===== src/pwm_consts.svh =====
// pwm_consts.svh: register indices, field positions, reset values
// assumes an apb slave where byte address = 4 * register index
`ifndef PWM_CONSTS_SVH
`define PWM_CONSTS_SVH
`define IDX_GLOBAL 10'h00B
`define IDX_FLAGS1 10'h00C
`define IDX_FLAGS2 10'h00D
`define IDX_TBCNT 10'h011
`define IDX_TBCTL 10'h012
`define IDX_CH1_DUTY 10'h015
`define IDX_CH1_SHD 10'h016
`define IDX_CH1_CTL 10'h017
`define IDX_CH2_DUTY 10'h01B
`define IDX_CH2_SHD 10'h01C
`define IDX_CH2_CTL 10'h01D
`define IDX_PORTC_DIR 10'h087
`define IDX_ENABLES1 10'h08C
`define IDX_ENABLES2 10'h08D
`define IDX_PERIOD 10'h092
`define FLD_RUN 2
`define FLD_PRE 1:0
`define FLD_POST 6:3
`define FLD_FRAC 5:4
`define FLD_MODE 3:2
`define MODE_PWM 2'b11
`define FLD_TB_FLAG 1
`define CH1_DIR_BIT 2
`define RST_ZERO 8'h00
`define RST_FF 8'hFF
`define MASK_TBCTL 8'h7F
`define MASK_CHCTL 8'h3F
`define MASK_BIT0 8'h01
`define TICK_MASK_1 6'h03
`define TICK_MASK_4 6'h0F
`define TICK_MASK_16 6'h3F
`endif


===== src/pwm_pkg.sv =====
// pwm_pkg: types shared by the pwm unit and its channels
// assumes pwm_consts.svh supplies all numbers
package pwm_pkg;
  typedef enum logic [1:0] {
    PRE_DIV1 = 2'b00,
    PRE_DIV4 = 2'b01,
    PRE_DIV16 = 2'b10,
    PRE_DIV16B = 2'b11
  } prescale_e;

  typedef struct packed {
    logic [7:0] shadow;
    logic [1:0] frac;
    logic wave;
  } chan_s;

  typedef struct packed {
    logic [7:0] global_ctrl;
    logic [7:0] flags_one;
    logic [7:0] flags_two;
    logic [7:0] enables_one;
    logic [7:0] enables_two;
    logic [7:0] tb_count;
    logic [7:0] tb_ctrl;
    logic [7:0] period;
    logic [7:0] portc_dir;
    logic [7:0] ch1_duty;
    logic [7:0] ch1_ctrl;
    logic [7:0] ch2_duty;
    logic [7:0] ch2_ctrl;
    logic [5:0] div;
    logic [3:0] post;
    logic ch1_oe;
    logic ch2_oe;
    logic [31:0] prdata;
    logic pready;
    logic pslverr;
  } unit_s;
endpackage : pwm_pkg


===== src/pwm_channel.sv =====
// pwm_channel: double-buffered duty latch and output waveform of one channel
// assumes boundary and ext_count come from the shared timebase, same clock
`timescale 1ns/10ps
`include "pwm_consts.svh"
module pwm_channel (
  // clock and reset
  input wire logic pclk,
  input wire logic presetn,
  // timebase
  input wire logic boundary,
  input wire logic [9:0] ext_count,
  // configuration
  input wire logic pwm_mode,
  input wire logic [7:0] duty_low,
  input wire logic [1:0] duty_frac,
  input wire logic shadow_wr,
  input wire logic [7:0] shadow_wdata,
  // results
  output logic [7:0] shadow,
  output logic wave
);
  import pwm_pkg::*;

  chan_s s;
  chan_s n;
  logic [9:0] duty_in;
  logic [9:0] duty_buf;

  assign duty_in = {duty_low, duty_frac};
  assign duty_buf = {s.shadow, s.frac};
  assign shadow = s.shadow;
  assign wave = s.wave;

  always_comb begin
    n = s;
    if (!pwm_mode) begin
      // outside pwm the latch is plain storage and the pin rests low
      n.wave = 1'b0;
      if (shadow_wr) begin
        n.shadow = shadow_wdata;
      end
    end else if (boundary) begin
      n.shadow = duty_low;
      n.frac = duty_frac;
      n.wave = (duty_in != 10'h000);
    end else if (ext_count == duty_buf) begin
      // a duty beyond the period never matches, so the pin stays high
      n.wave = 1'b0;
    end
  end

  always_ff @(posedge pclk or negedge presetn) begin
    if (!presetn) begin
      s <= '0;
    end else begin
      s <= n;
    end
  end
endmodule : pwm_channel


===== src/double_buffered_pwm_unit.sv =====
// double_buffered_pwm_unit: shared 8-bit timebase, two pwm channels, apb registers
// assumes an apb3 master on pclk; pins leave through output and enable pairs
//
// Chosen here: the APB interface to the registers.
`timescale 1ns/10ps
`include "pwm_consts.svh"
module double_buffered_pwm_unit #(
  parameter int ADDR_W = 12,
  parameter int CH2_DIR_BIT = 1
) (
  // clock and reset
  input wire logic pclk,
  input wire logic presetn,
  // apb slave
  input wire logic psel,
  input wire logic penable,
  input wire logic pwrite,
  input wire logic [ADDR_W-1:0] paddr,
  input wire logic [31:0] pwdata,
  output logic [31:0] prdata,
  output logic pready,
  output logic pslverr,
  // channel one pin
  output logic channel_one_output_pin,
  output logic channel_one_output_enable,
  // channel two pin
  output logic channel_two_output_pin,
  output logic channel_two_output_enable
);
  import pwm_pkg::*;

  localparam unit_s UNIT_RST = '{
    period: `RST_FF,
    portc_dir: `RST_FF,
    default: '0
  };

  unit_s s;
  unit_s n;

  logic [9:0] idx;
  logic setup;
  logic wr;
  logic run;
  prescale_e pre;
  prescale_e pre_nxt;
  logic tick;
  logic at_limit;
  logic match;
  logic [9:0] ext_count;
  logic ch1_pwm;
  logic ch2_pwm;
  logic [7:0] ch1_shadow;
  logic [7:0] ch2_shadow;
  logic tb_wr;

  // mask of divider bits that must all be ones for the count to step
  function automatic logic [5:0] tick_mask(input prescale_e p);
    logic [5:0] m;
    m = `TICK_MASK_16;
    if (p == PRE_DIV1) begin
      m = `TICK_MASK_1;
    end else if (p == PRE_DIV4) begin
      m = `TICK_MASK_4;
    end
    return m;
  endfunction : tick_mask

  // two bits below the count: quarter phase at 1:1, prescaler bits otherwise
  function automatic logic [1:0] ext_low(input logic [5:0] d, input prescale_e p);
    logic [1:0] b;
    b = d[5:4];
    if (p == PRE_DIV1) begin
      b = d[1:0];
    end else if (p == PRE_DIV4) begin
      b = d[3:2];
    end
    return b;
  endfunction : ext_low

  function automatic logic is_mapped(input logic [9:0] i);
    logic ok;
    ok = 1'b0;
    if (i == `IDX_GLOBAL || i == `IDX_FLAGS1 || i == `IDX_FLAGS2) begin
      ok = 1'b1;
    end else if (i == `IDX_TBCNT || i == `IDX_TBCTL || i == `IDX_PERIOD) begin
      ok = 1'b1;
    end else if (i == `IDX_CH1_DUTY || i == `IDX_CH1_SHD || i == `IDX_CH1_CTL) begin
      ok = 1'b1;
    end else if (i == `IDX_CH2_DUTY || i == `IDX_CH2_SHD || i == `IDX_CH2_CTL) begin
      ok = 1'b1;
    end else if (i == `IDX_PORTC_DIR || i == `IDX_ENABLES1 || i == `IDX_ENABLES2) begin
      ok = 1'b1;
    end
    return ok;
  endfunction : is_mapped

  function automatic logic [7:0] rd_byte(input logic [9:0] i, input unit_s u,
                                         input logic [7:0] sh1, input logic [7:0] sh2);
    logic [7:0] v;
    v = 8'h00;
    if (i == `IDX_GLOBAL) begin
      v = u.global_ctrl;
    end else if (i == `IDX_FLAGS1) begin
      v = u.flags_one;
    end else if (i == `IDX_FLAGS2) begin
      v = u.flags_two;
    end else if (i == `IDX_TBCNT) begin
      v = u.tb_count;
    end else if (i == `IDX_TBCTL) begin
      v = u.tb_ctrl;
    end else if (i == `IDX_PERIOD) begin
      v = u.period;
    end else if (i == `IDX_CH1_DUTY) begin
      v = u.ch1_duty;
    end else if (i == `IDX_CH1_SHD) begin
      v = sh1;
    end else if (i == `IDX_CH1_CTL) begin
      v = u.ch1_ctrl;
    end else if (i == `IDX_CH2_DUTY) begin
      v = u.ch2_duty;
    end else if (i == `IDX_CH2_SHD) begin
      v = sh2;
    end else if (i == `IDX_CH2_CTL) begin
      v = u.ch2_ctrl;
    end else if (i == `IDX_PORTC_DIR) begin
      v = u.portc_dir;
    end else if (i == `IDX_ENABLES1) begin
      v = u.enables_one;
    end else if (i == `IDX_ENABLES2) begin
      v = u.enables_two;
    end
    return v;
  endfunction : rd_byte

  assign idx = paddr[11:2];
  assign setup = psel && !penable;
  assign wr = psel && penable && s.pready && pwrite;
  assign tb_wr = wr && (idx == `IDX_TBCNT || idx == `IDX_TBCTL);
  assign run = s.tb_ctrl[`FLD_RUN];
  assign pre = prescale_e'(s.tb_ctrl[`FLD_PRE]);
  // the count steps once per four clocks times the prescale factor
  assign tick = run && ((s.div & tick_mask(pre)) == tick_mask(pre));
  assign at_limit = (s.tb_count == s.period);
  assign match = tick && at_limit;
  // ten-bit compare base; resolution is bounded by clock over pwm rate
  // the channels compare against the value the extended count takes next, so the
  // registered pin falls in the first cycle at which count and duty agree and the
  // high time is exactly duty times the prescale factor clocks instead of one clock longer
  assign pre_nxt = prescale_e'(n.tb_ctrl[`FLD_PRE]);
  assign ext_count = {n.tb_count, ext_low(n.div, pre_nxt)};
  assign ch1_pwm = (s.ch1_ctrl[`FLD_MODE] == `MODE_PWM);
  assign ch2_pwm = (s.ch2_ctrl[`FLD_MODE] == `MODE_PWM);

  assign prdata = s.prdata;
  assign pready = s.pready;
  assign pslverr = s.pslverr;
  assign channel_one_output_enable = s.ch1_oe;
  assign channel_two_output_enable = s.ch2_oe;

  always_comb begin
    n = s;
    // timebase
    if (run) begin
      n.div = s.div + 6'h01;
    end
    if (tick) begin
      if (at_limit) begin
        n.tb_count = 8'h00;
      end else begin
        n.tb_count = s.tb_count + 8'h01;
      end
    end
    // postscaler counts period matches only; the period itself ignores it
    if (match) begin
      if (s.post == s.tb_ctrl[`FLD_POST]) begin
        n.post = 4'h0;
      end else begin
        n.post = s.post + 4'h1;
      end
    end
    // apb: answer one cycle after setup, zero wait states
    n.pready = setup;
    if (setup) begin
      n.prdata = {24'h000000, rd_byte(idx, s, ch1_shadow, ch2_shadow)};
      n.pslverr = !is_mapped(idx);
    end
    if (wr) begin
      if (idx == `IDX_GLOBAL) begin
        n.global_ctrl = pwdata[7:0];
      end else if (idx == `IDX_FLAGS1) begin
        n.flags_one = pwdata[7:0];
      end else if (idx == `IDX_FLAGS2) begin
        n.flags_two = pwdata[7:0] & `MASK_BIT0;
      end else if (idx == `IDX_TBCNT) begin
        // writing the count also restarts prescaler and postscaler
        n.tb_count = pwdata[7:0];
        n.div = 6'h00;
        n.post = 4'h0;
      end else if (idx == `IDX_TBCTL) begin
        n.tb_ctrl = pwdata[7:0] & `MASK_TBCTL;
        n.post = 4'h0;
      end else if (idx == `IDX_PERIOD) begin
        n.period = pwdata[7:0];
      end else if (idx == `IDX_CH1_DUTY) begin
        n.ch1_duty = pwdata[7:0];
      end else if (idx == `IDX_CH1_CTL) begin
        n.ch1_ctrl = pwdata[7:0] & `MASK_CHCTL;
      end else if (idx == `IDX_CH2_DUTY) begin
        n.ch2_duty = pwdata[7:0];
      end else if (idx == `IDX_CH2_CTL) begin
        n.ch2_ctrl = pwdata[7:0] & `MASK_CHCTL;
      end else if (idx == `IDX_PORTC_DIR) begin
        n.portc_dir = pwdata[7:0];
      end else if (idx == `IDX_ENABLES1) begin
        n.enables_one = pwdata[7:0];
      end else if (idx == `IDX_ENABLES2) begin
        n.enables_two = pwdata[7:0] & `MASK_BIT0;
      end
    end
    // hardware set beats a software clear in the same cycle
    if (match && s.post == s.tb_ctrl[`FLD_POST]) begin
      n.flags_one[`FLD_TB_FLAG] = 1'b1;
    end
    // pin is driven only in pwm mode with its direction bit cleared
    n.ch1_oe = ch1_pwm && !n.portc_dir[`CH1_DIR_BIT];
    n.ch2_oe = ch2_pwm && !n.portc_dir[CH2_DIR_BIT];
  end

  always_ff @(posedge pclk or negedge presetn) begin
    if (!presetn) begin
      s <= UNIT_RST;
    end else begin
      s <= n;
    end
  end

  // both channels hang on the same timebase and boundary
  pwm_channel u_ch1 (
    .pclk(pclk),
    .presetn(presetn),
    .boundary(match),
    .ext_count(ext_count),
    .pwm_mode(ch1_pwm),
    .duty_low(s.ch1_duty),
    .duty_frac(s.ch1_ctrl[`FLD_FRAC]),
    .shadow_wr(wr && idx == `IDX_CH1_SHD),
    .shadow_wdata(pwdata[7:0]),
    .shadow(ch1_shadow),
    .wave(channel_one_output_pin)
  );

  pwm_channel u_ch2 (
    .pclk(pclk),
    .presetn(presetn),
    .boundary(match),
    .ext_count(ext_count),
    .pwm_mode(ch2_pwm),
    .duty_low(s.ch2_duty),
    .duty_frac(s.ch2_ctrl[`FLD_FRAC]),
    .shadow_wr(wr && idx == `IDX_CH2_SHD),
    .shadow_wdata(pwdata[7:0]),
    .shadow(ch2_shadow),
    .wave(channel_two_output_pin)
  );

  // helper: clocks since the previous count step, for the prescale check
  logic [6:0] gap_r;
  logic gap_ok_r;

  always_ff @(posedge pclk or negedge presetn) begin
    if (!presetn) begin
      gap_r <= 7'h00;
      gap_ok_r <= 1'b0;
    end else if (tick) begin
      gap_r <= 7'h00;
      gap_ok_r <= !tb_wr;
    end else if (tb_wr || !run) begin
      gap_r <= 7'h00;
      gap_ok_r <= 1'b0;
    end else begin
      gap_r <= gap_r + 7'h01;
    end
  end
endmodule : double_buffered_pwm_unit


===== config.mk =====
export PLATFORM = sky130hd
export DESIGN_NAME = double_buffered_pwm_unit
export DESIGN_NICKNAME = d
export VERILOG_FILES = /design/src/pwm_pkg.sv /design/src/pwm_channel.sv /design/src/double_buffered_pwm_unit.sv
export VERILOG_INCLUDE_DIRS = /design/src
export SDC_FILE = /design/constraint.sdc
export NUM_CORES = 1
export LEC_CHECK = 0
export ABC_AREA = 1
export BUFFER_PORTS_ARGS = -buffer_cell sky130_fd_sc_hd__buf_2
export CORE_UTILIZATION = 60
export CTS_BUF_LIST = sky130_fd_sc_hd__clkbuf_4
export DETAILED_ROUTE_END_ITERATION = 7
export PLACE_DENSITY = 0.82
export SYNTH_ARGS = -nofsm -noshare
export SYNTH_HDL_FRONTEND = slang
export SYNTH_SLANG_ARGS = --single-unit

===== constraint.sdc =====
create_clock -name pclk -period 2.3 [get_ports pclk]
set_input_delay 0.46 -clock pclk [delete_from_list [all_inputs] [get_ports pclk]]
set_output_delay 0.46 -clock pclk [all_outputs]
set_load 0.03 [all_outputs]

; ---- Word level (Yosys, flattened, before mapping)
; Index checks and enable logic that the tools add are counted.
[word_totals]
regBits = 129
inputBits = 49
output_inout_bits = 38
elab_cells = 205
[classes]
addsub = 3
n_eq_ne = 29
muxes = 81
bitwise_logic = 13
n_reduce_logical = 50
[op_table]
columns = operator, n
row1 = 8-bit two-way mux, 30
row2 = 100-bit two-way mux, 2
row3 = 16-bit two-way mux, 9
row4 = 91-bit two-way mux, 1
row5 = 90-bit two-way mux, 1
row6 = "10-bit by 5-bit == test with 1-bit output, second input constant", 8
row7 = 55-bit two-way mux, 1
row8 = 48-bit two-way mux, 1
row9 = 6-bit two-way mux, 7
row10 = "10-bit by 8-bit == test with 1-bit output, second input constant", 4
row11 = 40-bit two-way mux, 1
row12 = "10-bit by 4-bit == test with 1-bit output, second input constant", 3
row13 = 22-bit two-way mux, 1
row14 = 10-bit == test, 2
row15 = 10-bit two-way mux, 2
row16 = 10-bit nonzero test, 2
row17 = 1-bit two-way mux, 17
row18 = 4-bit two-way mux, 4
row19 = 14-bit AND reduction, 1
row20 = 13-bit AND reduction, 1
row21 = 1-bit NOT, 12
row22 = 12-bit AND reduction, 1
row23 = 1-bit logical AND, 11
row24 = 11-bit AND reduction, 1
row25 = other kinds (26), 53

; ---- Logic depth before layout (Yosys ltp)
; Gate-level depths: netlist of run 1.
[depth]
depth_word = 22
ltp_mapped = 19
mapped_depth_nobuf = 19

; ---- By module
; Synthesis of run 1 repeated with hierarchy kept, for this count alone.
[unflattened]
hier_cells = 1059
area_unflattened_um2 = 7688.6
[modules_own_cells]
columns = mod, instances, cells_per_inst, area_per_inst_um2, seq_area_each_um2
row1 = double_buffered_pwm_unit, 1, 829, 6109.6, 2697.6
row2 = pwm_channel, 2, 115, 789.5, 275.3

; ---- Worst setup path after synthesis of run 1
; OpenSTA, ideal clock, no wires.
[synth_timing]
path_kind = input -> register
from = input paddr[11]
to = register u_ch2.s, in the netlist u_ch2.wave
setup_ns = 0.120
arrival_time_ns = 1.910
required_time_ns = 2.180
path_slack_ns = 0.269
cell_stages = 14
n_path_buf = 2
path_cell_list = nor2_2 buf_6 nand2_4 nor3_4 buf_4 nand4_1 nand3_1 nand2_1 nor2_1 nand2_1 nor2_1 nand4_1 nand2_1 nand2_1
[synth_via]
elab_chain_cells = 12
elab_cells_between_ends = 19
classes_between = 8 x eq/ne / 10 x mux / 1 x reduce/logical
[synth_lines]
columns = item, line_no
row1 = start: declaration, double_buffered_pwm_unit.sv:18  ; input wire logic [ADDR_W-1:0] paddr,
row2 = 10-bit by 5-bit == test with 1-bit output (no line), -
row3 = 7-bit two-way mux, double_buffered_pwm_unit.sv:200  ; end else if (idx == `IDX_TBCTL) begin
row4 = 55-bit two-way mux, double_buffered_pwm_unit.sv:195  ; end else if (idx == `IDX_TBCNT) begin
row5 = 90-bit two-way mux, double_buffered_pwm_unit.sv:193  ; end else if (idx == `IDX_FLAGS2) begin
row6 = 91-bit two-way mux, double_buffered_pwm_unit.sv:191  ; end else if (idx == `IDX_FLAGS1) begin
row7 = 100-bit two-way mux (*), double_buffered_pwm_unit.sv:189  ; if (idx == `IDX_GLOBAL) begin
row8 = 100-bit two-way mux (*), double_buffered_pwm_unit.sv:188  ; if (wr) begin
row9 = 2-bit by 1-bit == test with 1-bit output, double_buffered_pwm_unit.sv:75  ; end else if (p == PRE_DIV4) begin
row10 = 2-bit two-way mux, double_buffered_pwm_unit.sv:75
row11 = 2-bit two-way mux, double_buffered_pwm_unit.sv:73  ; if (p == PRE_DIV1) begin
row12 = 10-bit == test (*), pwm_channel.sv:46  ; end else if (ext_count == duty_buf) begin
row13 = 3-bit by 2-bit inequality test with 1-bit output (no line) (*), -
row14 = end signal: assignment, pwm_channel.sv:56  ; s <= n;
row15 = end: declaration, pwm_channel.sv:24  ; chan_s s;
; Mark *: on every way between the ends. The rest lies on a longest branch, timed or not. The select of a mux whose other input is x is not followed.
; A chain may end at the register's enable or synchronous reset.

; ---- Worst setup path after layout of run 1
[layout_timing]
from = register s[88] in the netlist's numbering
to = register u_ch1.s, in the netlist u_ch1.wave
[layout_via]
elab_chain_cells = 10
elab_cells_between_ends = 13
classes_between = 3 x eq/ne / 9 x mux / 1 x reduce/logical
[layout_lines]
columns = item, line_no
row1 = start: declaration, double_buffered_pwm_unit.sv:38  ; unit_s s;
row2 = start signal: assignment, double_buffered_pwm_unit.sv:234  ; s <= n;
row3 = 8-bit == test (*), double_buffered_pwm_unit.sv:144  ; assign at_limit = (s.tb_count == s.period);
row4 = 8-bit two-way mux (*), double_buffered_pwm_unit.sv:168  ; if (at_limit) begin
row5 = 8-bit two-way mux (*), double_buffered_pwm_unit.sv:167  ; if (tick) begin
row6 = 8-bit two-way mux, double_buffered_pwm_unit.sv:195
row7 = 90-bit two-way mux, double_buffered_pwm_unit.sv:193
row8 = 91-bit two-way mux, double_buffered_pwm_unit.sv:191
row9 = 100-bit two-way mux, double_buffered_pwm_unit.sv:189
row10 = 100-bit two-way mux (*), double_buffered_pwm_unit.sv:188
row11 = named net ext_count[5], double_buffered_pwm_unit.sv:50  ; logic [9:0] ext_count;
row12 = 10-bit == test (*), pwm_channel.sv:46
row13 = 3-bit by 2-bit inequality test with 1-bit output (no line) (*), -
row14 = end signal: assignment, pwm_channel.sv:56
row15 = end: declaration, pwm_channel.sv:24
; The timed path passes the listed nets; every way through them passes the cells marked *. The select of a mux whose other input is x is not followed.

==> results of run 1 <==
power groups by stage:
stage / logic (mW) / registers, mW / clock network, mW
after global placement: 0.396 / 2.34 / 0
after floorplan: 0.236 / 2.34 / 0
after global routing: 0.444 / 2.30 / 1.65
after CTS: 0.407 / 2.30 / 1.55
final: 0.412 / 2.30 / 1.54
after detailed placement: 0.403 / 2.34 / 0
cells in the mapped netlist (2+ instances only):
cell	count
nor2_1	60
nor2_4	2
nor4_1	5
o221ai_1	8
ha_1	3
o211ai_1	12
clkbuf_1	19
a211oi_1	5
nand3_1	52
inv_1	104
a21oi_1	26
nand3_2	8
o22ai_1	3
inv_2	4
buf_2	7
dfstp_2	16
a21boi_1	3
o21ai_1	2
nor2_2	7
buf_4	34
nand2_2	6
nand2_1	291
a221oi_1	7
a31oi_1	4
clkinv_1	2
buf_6	2
o21bai_1	2
xor2_1	8
xnor2_1	9
o21ai_0	116
nor3_1	12
nand4_1	22
dfrtp_1	113
nand3b_1	2
area by class of cell:
class / instances / area [µm²] / area share
Multi-Input combinational cell: 716 / 3570 / 0.402
Inverter: 110 / 413 / 0.0465
Timing Repair Buffer: 159 / 1160 / 0.130
Clock buffer: 18 / 135 / 0.0152
Clock inverter: 14 / 141 / 0.0159
Tap cell: 168 / 210 / 0.0237
Sequential cell: 129 / 3250 / 0.366
sequential cells by signal, summed over array words and instances (netlist names):
signal	flops
u_ch2.duty_buf	2
u_ch1.shadow	8
u_ch2.wave	1
prdata	8
pslverr	1
s	92
u_ch2.shadow	8
channel_two_output_enable	1
u_ch1.wave	1
channel_one_output_enable	1
run	1
pready	1
u_ch1.duty_buf	2
pre	2
worst max-delay path by stage:
| stage | startpoint | to | cells past startpoint |
|---|---|---|---|
| 2_1_floorplan | paddr[11] | u_ch2.wave | 14 |
| 3_3_place_gp | paddr[9] | prdata[3] | 13 |
| 3_5_place_dp | paddr[9] | prdata[3] | 13 |
| 4_1_cts | s[40] | u_ch1.wave | 18 |
| 5_1_grt | s[41] | u_ch2.wave | 16 |
| 6_report | s[88] | u_ch1.wave | 15 |
stage by stage:
step / cells / worst slack, ns / TNS (ns) / util
floorplan: 1017 / 0.269 / 0 / -
global placement: 1274 / -0.167 / -1.08 / 0.702
detailed placement: 1274 / -0.220 / -1.35 / 0.702
CTS: 1307 / 0.0230 / 0 / 0.728
global route: 1314 / -0.168 / -0.330 / 0.736
finish: 1314 / -0.00223 / -0.00223 / 0.736
timing repair:
item | 4_1_cts | 5_1_grt
pin swaps | 0 | 16
endpoints found under the hold margin | 47 | 0
hold buffers | 1 | 0
setup buffers | 0 | 7
setup endpoints to repair | 2 | 4
resized for setup | 5 | 13
per-layer routing:
layer  up-vias  track usage
li1       3502            -
met1      3529        0.501
met2       381        0.558
met3        70        0.112
met4         0        0.180
met5         -            0
kinds of logic after synthesis:
family / count (synthesis) / share of synthesized area
flops: 129 / 0.434
fa+ha+maj: 3 / 0.00502
compound gates: 197 / 0.153
xor+xnor: 17 / 0.0199
mux: 2 / 0.00284
simple gates: 473 / 0.278
other cells: 1 / 0.000501
buf+inv: 172 / 0.107
worst min-delay path, stage by stage:
cell and delay (ns):
buf_2 0.15, nor2_1 0.11, a21oi_1 0.05
==> results.toml, run 1 <==
[outcome]
status = "finished with violations"
violations = "setup timing"

[worst_setup_path]
critPathCaptureType = "flop"
critPathMaxStageDelay_ns = 0.62
cp_slowest_cell = "dfstp_2"
worst_ep_required_time_ns = 2.79
startpoint_type = "flop"
cpMostUsedCell = "nand2_1"
r2r-start = "s[88]"
r2r_end = "u_ch1.wave"
cp.arrival_ns = 2.79
r2r_slack_ns = -0.002
critical_path_class = "flop to flop"
reg2regPathDepth = 15
path_buf_inv = 1
worstPathCellList = "xnor2_1 > nand2_1 > nor2_1 > nand3_4 > buf_6 > nand3_2 > nand2_2 > nand2_1 > nand2_1 > nor2_1 > nand2_1 > nor2_1 > nand4_1 > nand2_1 > nand2_1"
crit_fanout = 5
cpLargestDelayFamily = "simple AND/OR/NAND/NOR gates"

[cells_and_area]
mostFrequentLayoutCell = "nand2_1"
antenna_cells = 0
final_nets = 1185
final_design_area_no_fill_um2 = 8880
drive_above_1_share = 0.222
syn_to_final_growth_pct = 18.6
final_cell_mix = "nand2_1 (285), buf_4 (117), o21ai_0 (114)"
filler_cell_count = 960

[grt]
grt_use_total = 0.374
grt_pass1_vias = 6824
antenna_found_initial = 0
grt-ovfl-total = 0
grt_pass1_wl_um = 35500
grt_max_degree = 52

[sta]
worst_pin_slew_ns = 0.654
final-hold-violation-count = 0
fmax_mhz = 434
rsz0062_at_grt = "yes"
timing.final.ws_setup_ns = -0.00223
post-route-period-util = 1.00
relSlewSlack = 0.563
skew_ns = 0.0261
slew_viol_final = 0
whs_ns = 0.207
period_minus_slack_ns = 2.30
setup_violations = 1

[detailed_routing]
routed_wirelength_um = 23100
drcViolationCount = 0
wl_per_cell_um = 17.5
viasPerCell = 5.69
drtIter0Drc = 958
routed.top_layer = "met4"
met1Wirelength_um = 9460
drtPass1Iterations = 6
wl_met3_um = 2470
vias = 7482
dr_wl_met2_um = 10200
ant_nets = 0

[synth]
avgSynthCellArea_um2 = 7.53
async_reset_ff_frac = 1.00
synth_ff_type = "dfrtp_1"
yosys_warnings = 0
yosysTopAreaCellShare = 0.378
synthCells = 994
synth-edff-count = 0
synth_seq_cells = 129
synth_seq_area_share = 0.434
synth.largest_area_cell = "dfrtp_1"
synth_cell_types = 52
synth.top_cells.by_area = "dfrtp_1 (38%), nand2_1 (15%), o21ai_0 (7.8%), dfstp_2 (5.6%), inv_1 (5.2%)"
synth_area_um2 = 7480

[placement]
place_congestion = 0.999
io_buffers = 36
post_dp_cell_area_um2 = 8470
hpwl_um = 17300

[power]
p_switching_mw = 1.21
vdd_drop_max_mv = 0.380
pwr-share-clk = 0.363
seqPwrFrac = 0.540
p_comb_frac = 0.097
switching_share = 0.284
p_leak_nw = 4.56
power_mw = 4.25
power_density_nw_per_um2 = 479
p_int_mw = 3.04

[clocking]
cts_root_buffer = "clkbuf_4"
insertion_delay_ns = 0.59
clk_path_buf_depth = 2
htreeDepth = 4
cts_tree = "done"
clkTransAtPathRegs_ns = 0.13
clock_sinks = 129
cts_made_buffers = 17

[run]
max_cap_violations = 0

[floorplanning]
die_w_um = 114
die_area_um2 = 12900
start_util = 0.620
row_count = 40
die_h_um = 114
core_um2 = 12100
pin_count = 87

[worst_hold_path]
holdCritStartpoint = "pwdata[0]"
worstHoldPathType = "input port to flop"
hold_end = "s[126]"
whs_path_depth = 3
Power figures use the tool's default switching activity.
==> run 2: changes to the inputs <==
--- a/config.mk
+++ b/config.mk
@@ -12,6 +12,7 @@
 export CTS_BUF_LIST = sky130_fd_sc_hd__clkbuf_4
 export DETAILED_ROUTE_END_ITERATION = 7
 export PLACE_DENSITY = 0.82
+export RECOVER_POWER = 50
 export SYNTH_ARGS = -nofsm -noshare
 export SYNTH_HDL_FRONTEND = slang
 export SYNTH_SLANG_ARGS = --single-unit
==> results.toml, run 2 (same netlist as run 1, synthesis figures left out) <==
[sta]
final-hold-violation-count = 0
whs_ns = 0.215
setup_violations = 0
rsz0062_at_grt = "yes"
post-route-period-util = 0.997
skew_ns = 0.0242
period_minus_slack_ns = 2.29
slew_viol_final = 0
timing.final.ws_setup_ns = 0.00652
relSlewSlack = 0.163
fmax_mhz = 436
worst_pin_slew_ns = 1.26

[cells_and_area]
drive_above_1_share = 0.218
largest_register_ffs = 92
final_cell_mix = "nand2_1 (285), o21ai_0 (114), dfrtp_1 (113), buf_4 (113), inv_1 (104)"
syn_to_final_growth_pct = 17.9
utilization = 0.732
multiInputGateArea_um2 = 3560
filler_cell_count = 972
seqCellArea_um2 = 3250
antenna_cells = 0
final_cells = 1314
mostFrequentLayoutCell = "nand2_1"
regMostFlops = "s"
final_nets = 1185

[placement]
dp_cells = 1274
hpwl_um = 17300
pre_cts_slack_ns = -0.220
place_congestion = 0.999
io_buffers = 36

[detailed_routing]
drtPass1Iterations = 6
drtIter0Drc = 872
routed_wirelength_um = 23000
vias = 7493
wl_per_cell_um = 17.5
viasPerCell = 5.70
ant_nets = 0
drcViolationCount = 0

[grt]
antenna_found_initial = 0
grt_use_total = 0.374
grt-ovfl-total = 0
grt_pass1_vias = 6824
grt_max_degree = 52
grt_pass1_wl_um = 35500

[worst_setup_path]
reg2regPathDepth = 15
critical_path_class = "flop to flop"
cp.arrival_ns = 2.78
r2r_end = "u_ch1.wave"
worst_ep_required_time_ns = 2.78
r2r-start = "s[41]"
startpoint_type = "flop"
critPathCaptureType = "flop"
r2r_slack_ns = 0.007
crit_fanout = 6

[power]
p_int_mw = 3.04
p_switching_mw = 1.20
power_mw = 4.24
switching_share = 0.284
power_density_nw_per_um2 = 480
seqPwrFrac = 0.542
vdd_drop_max_mv = 0.379
p_comb_frac = 0.095
p_leak_nw = 4.54
pwr-share-clk = 0.363

[clocking]
insertion_delay_ns = 0.59
cts_made_buffers = 17
clock_sinks = 129
cts_root_buffer = "clkbuf_4"
clk_path_buf_depth = 2
cts_tree = "done"
clkTransAtPathRegs_ns = 0.13
htreeDepth = 4

[outcome]
status = "complete, no violations"

[floorplanning]
start_util = 0.620
die_area_um2 = 12900
core_um2 = 12100
die_w_um = 114
die_h_um = 114
row_count = 40
pin_count = 87

[worst_hold_path]
holdCritStartpoint = "pwdata[0]"
worstHoldPathType = "input port to flop"
hold_end = "s[126]"
whs_path_depth = 3

[run]
max_cap_violations = 0
==> run 2: worst max-delay path by stage <==
stage / startpoint / endpoint / slack, ns / cells after the start
6_report: s[41] / u_ch1.wave / 0.007 / 15
5_1_grt: s[41] / u_ch2.wave / -0.17 / 16
4_1_cts: s[40] / u_ch1.wave / 0.02 / 18
3_5_place_dp: paddr[9] / prdata[3] / -0.22 / 13
2_1_floorplan: paddr[11] / u_ch2.wave / 0.27 / 14
3_3_place_gp: paddr[9] / prdata[3] / -0.17 / 13
==> run 2: per-stage QoR <==
stage	TNS, ns	area, µm²
after floorplan	0	7570
after global placement	-1.08	8470
after detailed placement	-1.35	8470
after CTS	0	8780
after global routing	-0.330	8830
final	0	8830
==> run 2: area by class of cell <==
type | count | area share
multi-input cells | 716 | 0.404
flip-flops and latches | 129 | 0.368
repair buffers | 159 | 0.126
inverters | 110 | 0.0468
well taps | 168 | 0.0238
clock inverters | 14 | 0.0160
clock buffers | 18 | 0.0153
==> run 2: routing by layer <==
metal	global-route usage	wire [µm]	vias to the layer above
met3	0.112	2510	75
met5	0	0	-
met2	0.558	10100	421
met4	0.180	1000	0
met1	0.501	9440	3493
li1	-	-	3504
==> run 2: power groups by stage <==
stage	registers (mW)	logic [mW]	clock network, mW
floorplan	2.34	0.236	0
finish	2.30	0.402	1.54
detailed placement	2.34	0.403	0
CTS	2.30	0.407	1.55
global route	2.30	0.433	1.65
global placement	2.34	0.396	0
==> run 2: critical path, cell delays in order, from the launching register on <==
cell	delay, ns
dfrtp_1	0.36
ha_2	0.17
nand4_1	0.15
nand2_2	0.19
nand4_1	0.21
nor2_2	0.20
nand3_1	0.10
nand3_2	0.11
buf_4	0.12
nand3_1	0.06
nand2_1	0.08
nand2_1	0.06
nor2_1	0.10
nand4_1	0.14
nand2_1	0.10
nand2_1	0.05
==> run 2: timing repair <==
item	4_1_cts	5_1_grt
resized for setup	5	13
pin swaps	0	16
endpoints found under the hold margin	47	0
hold buffers	1	0
buffers inserted	0	7
setup endpoints to repair	2	4
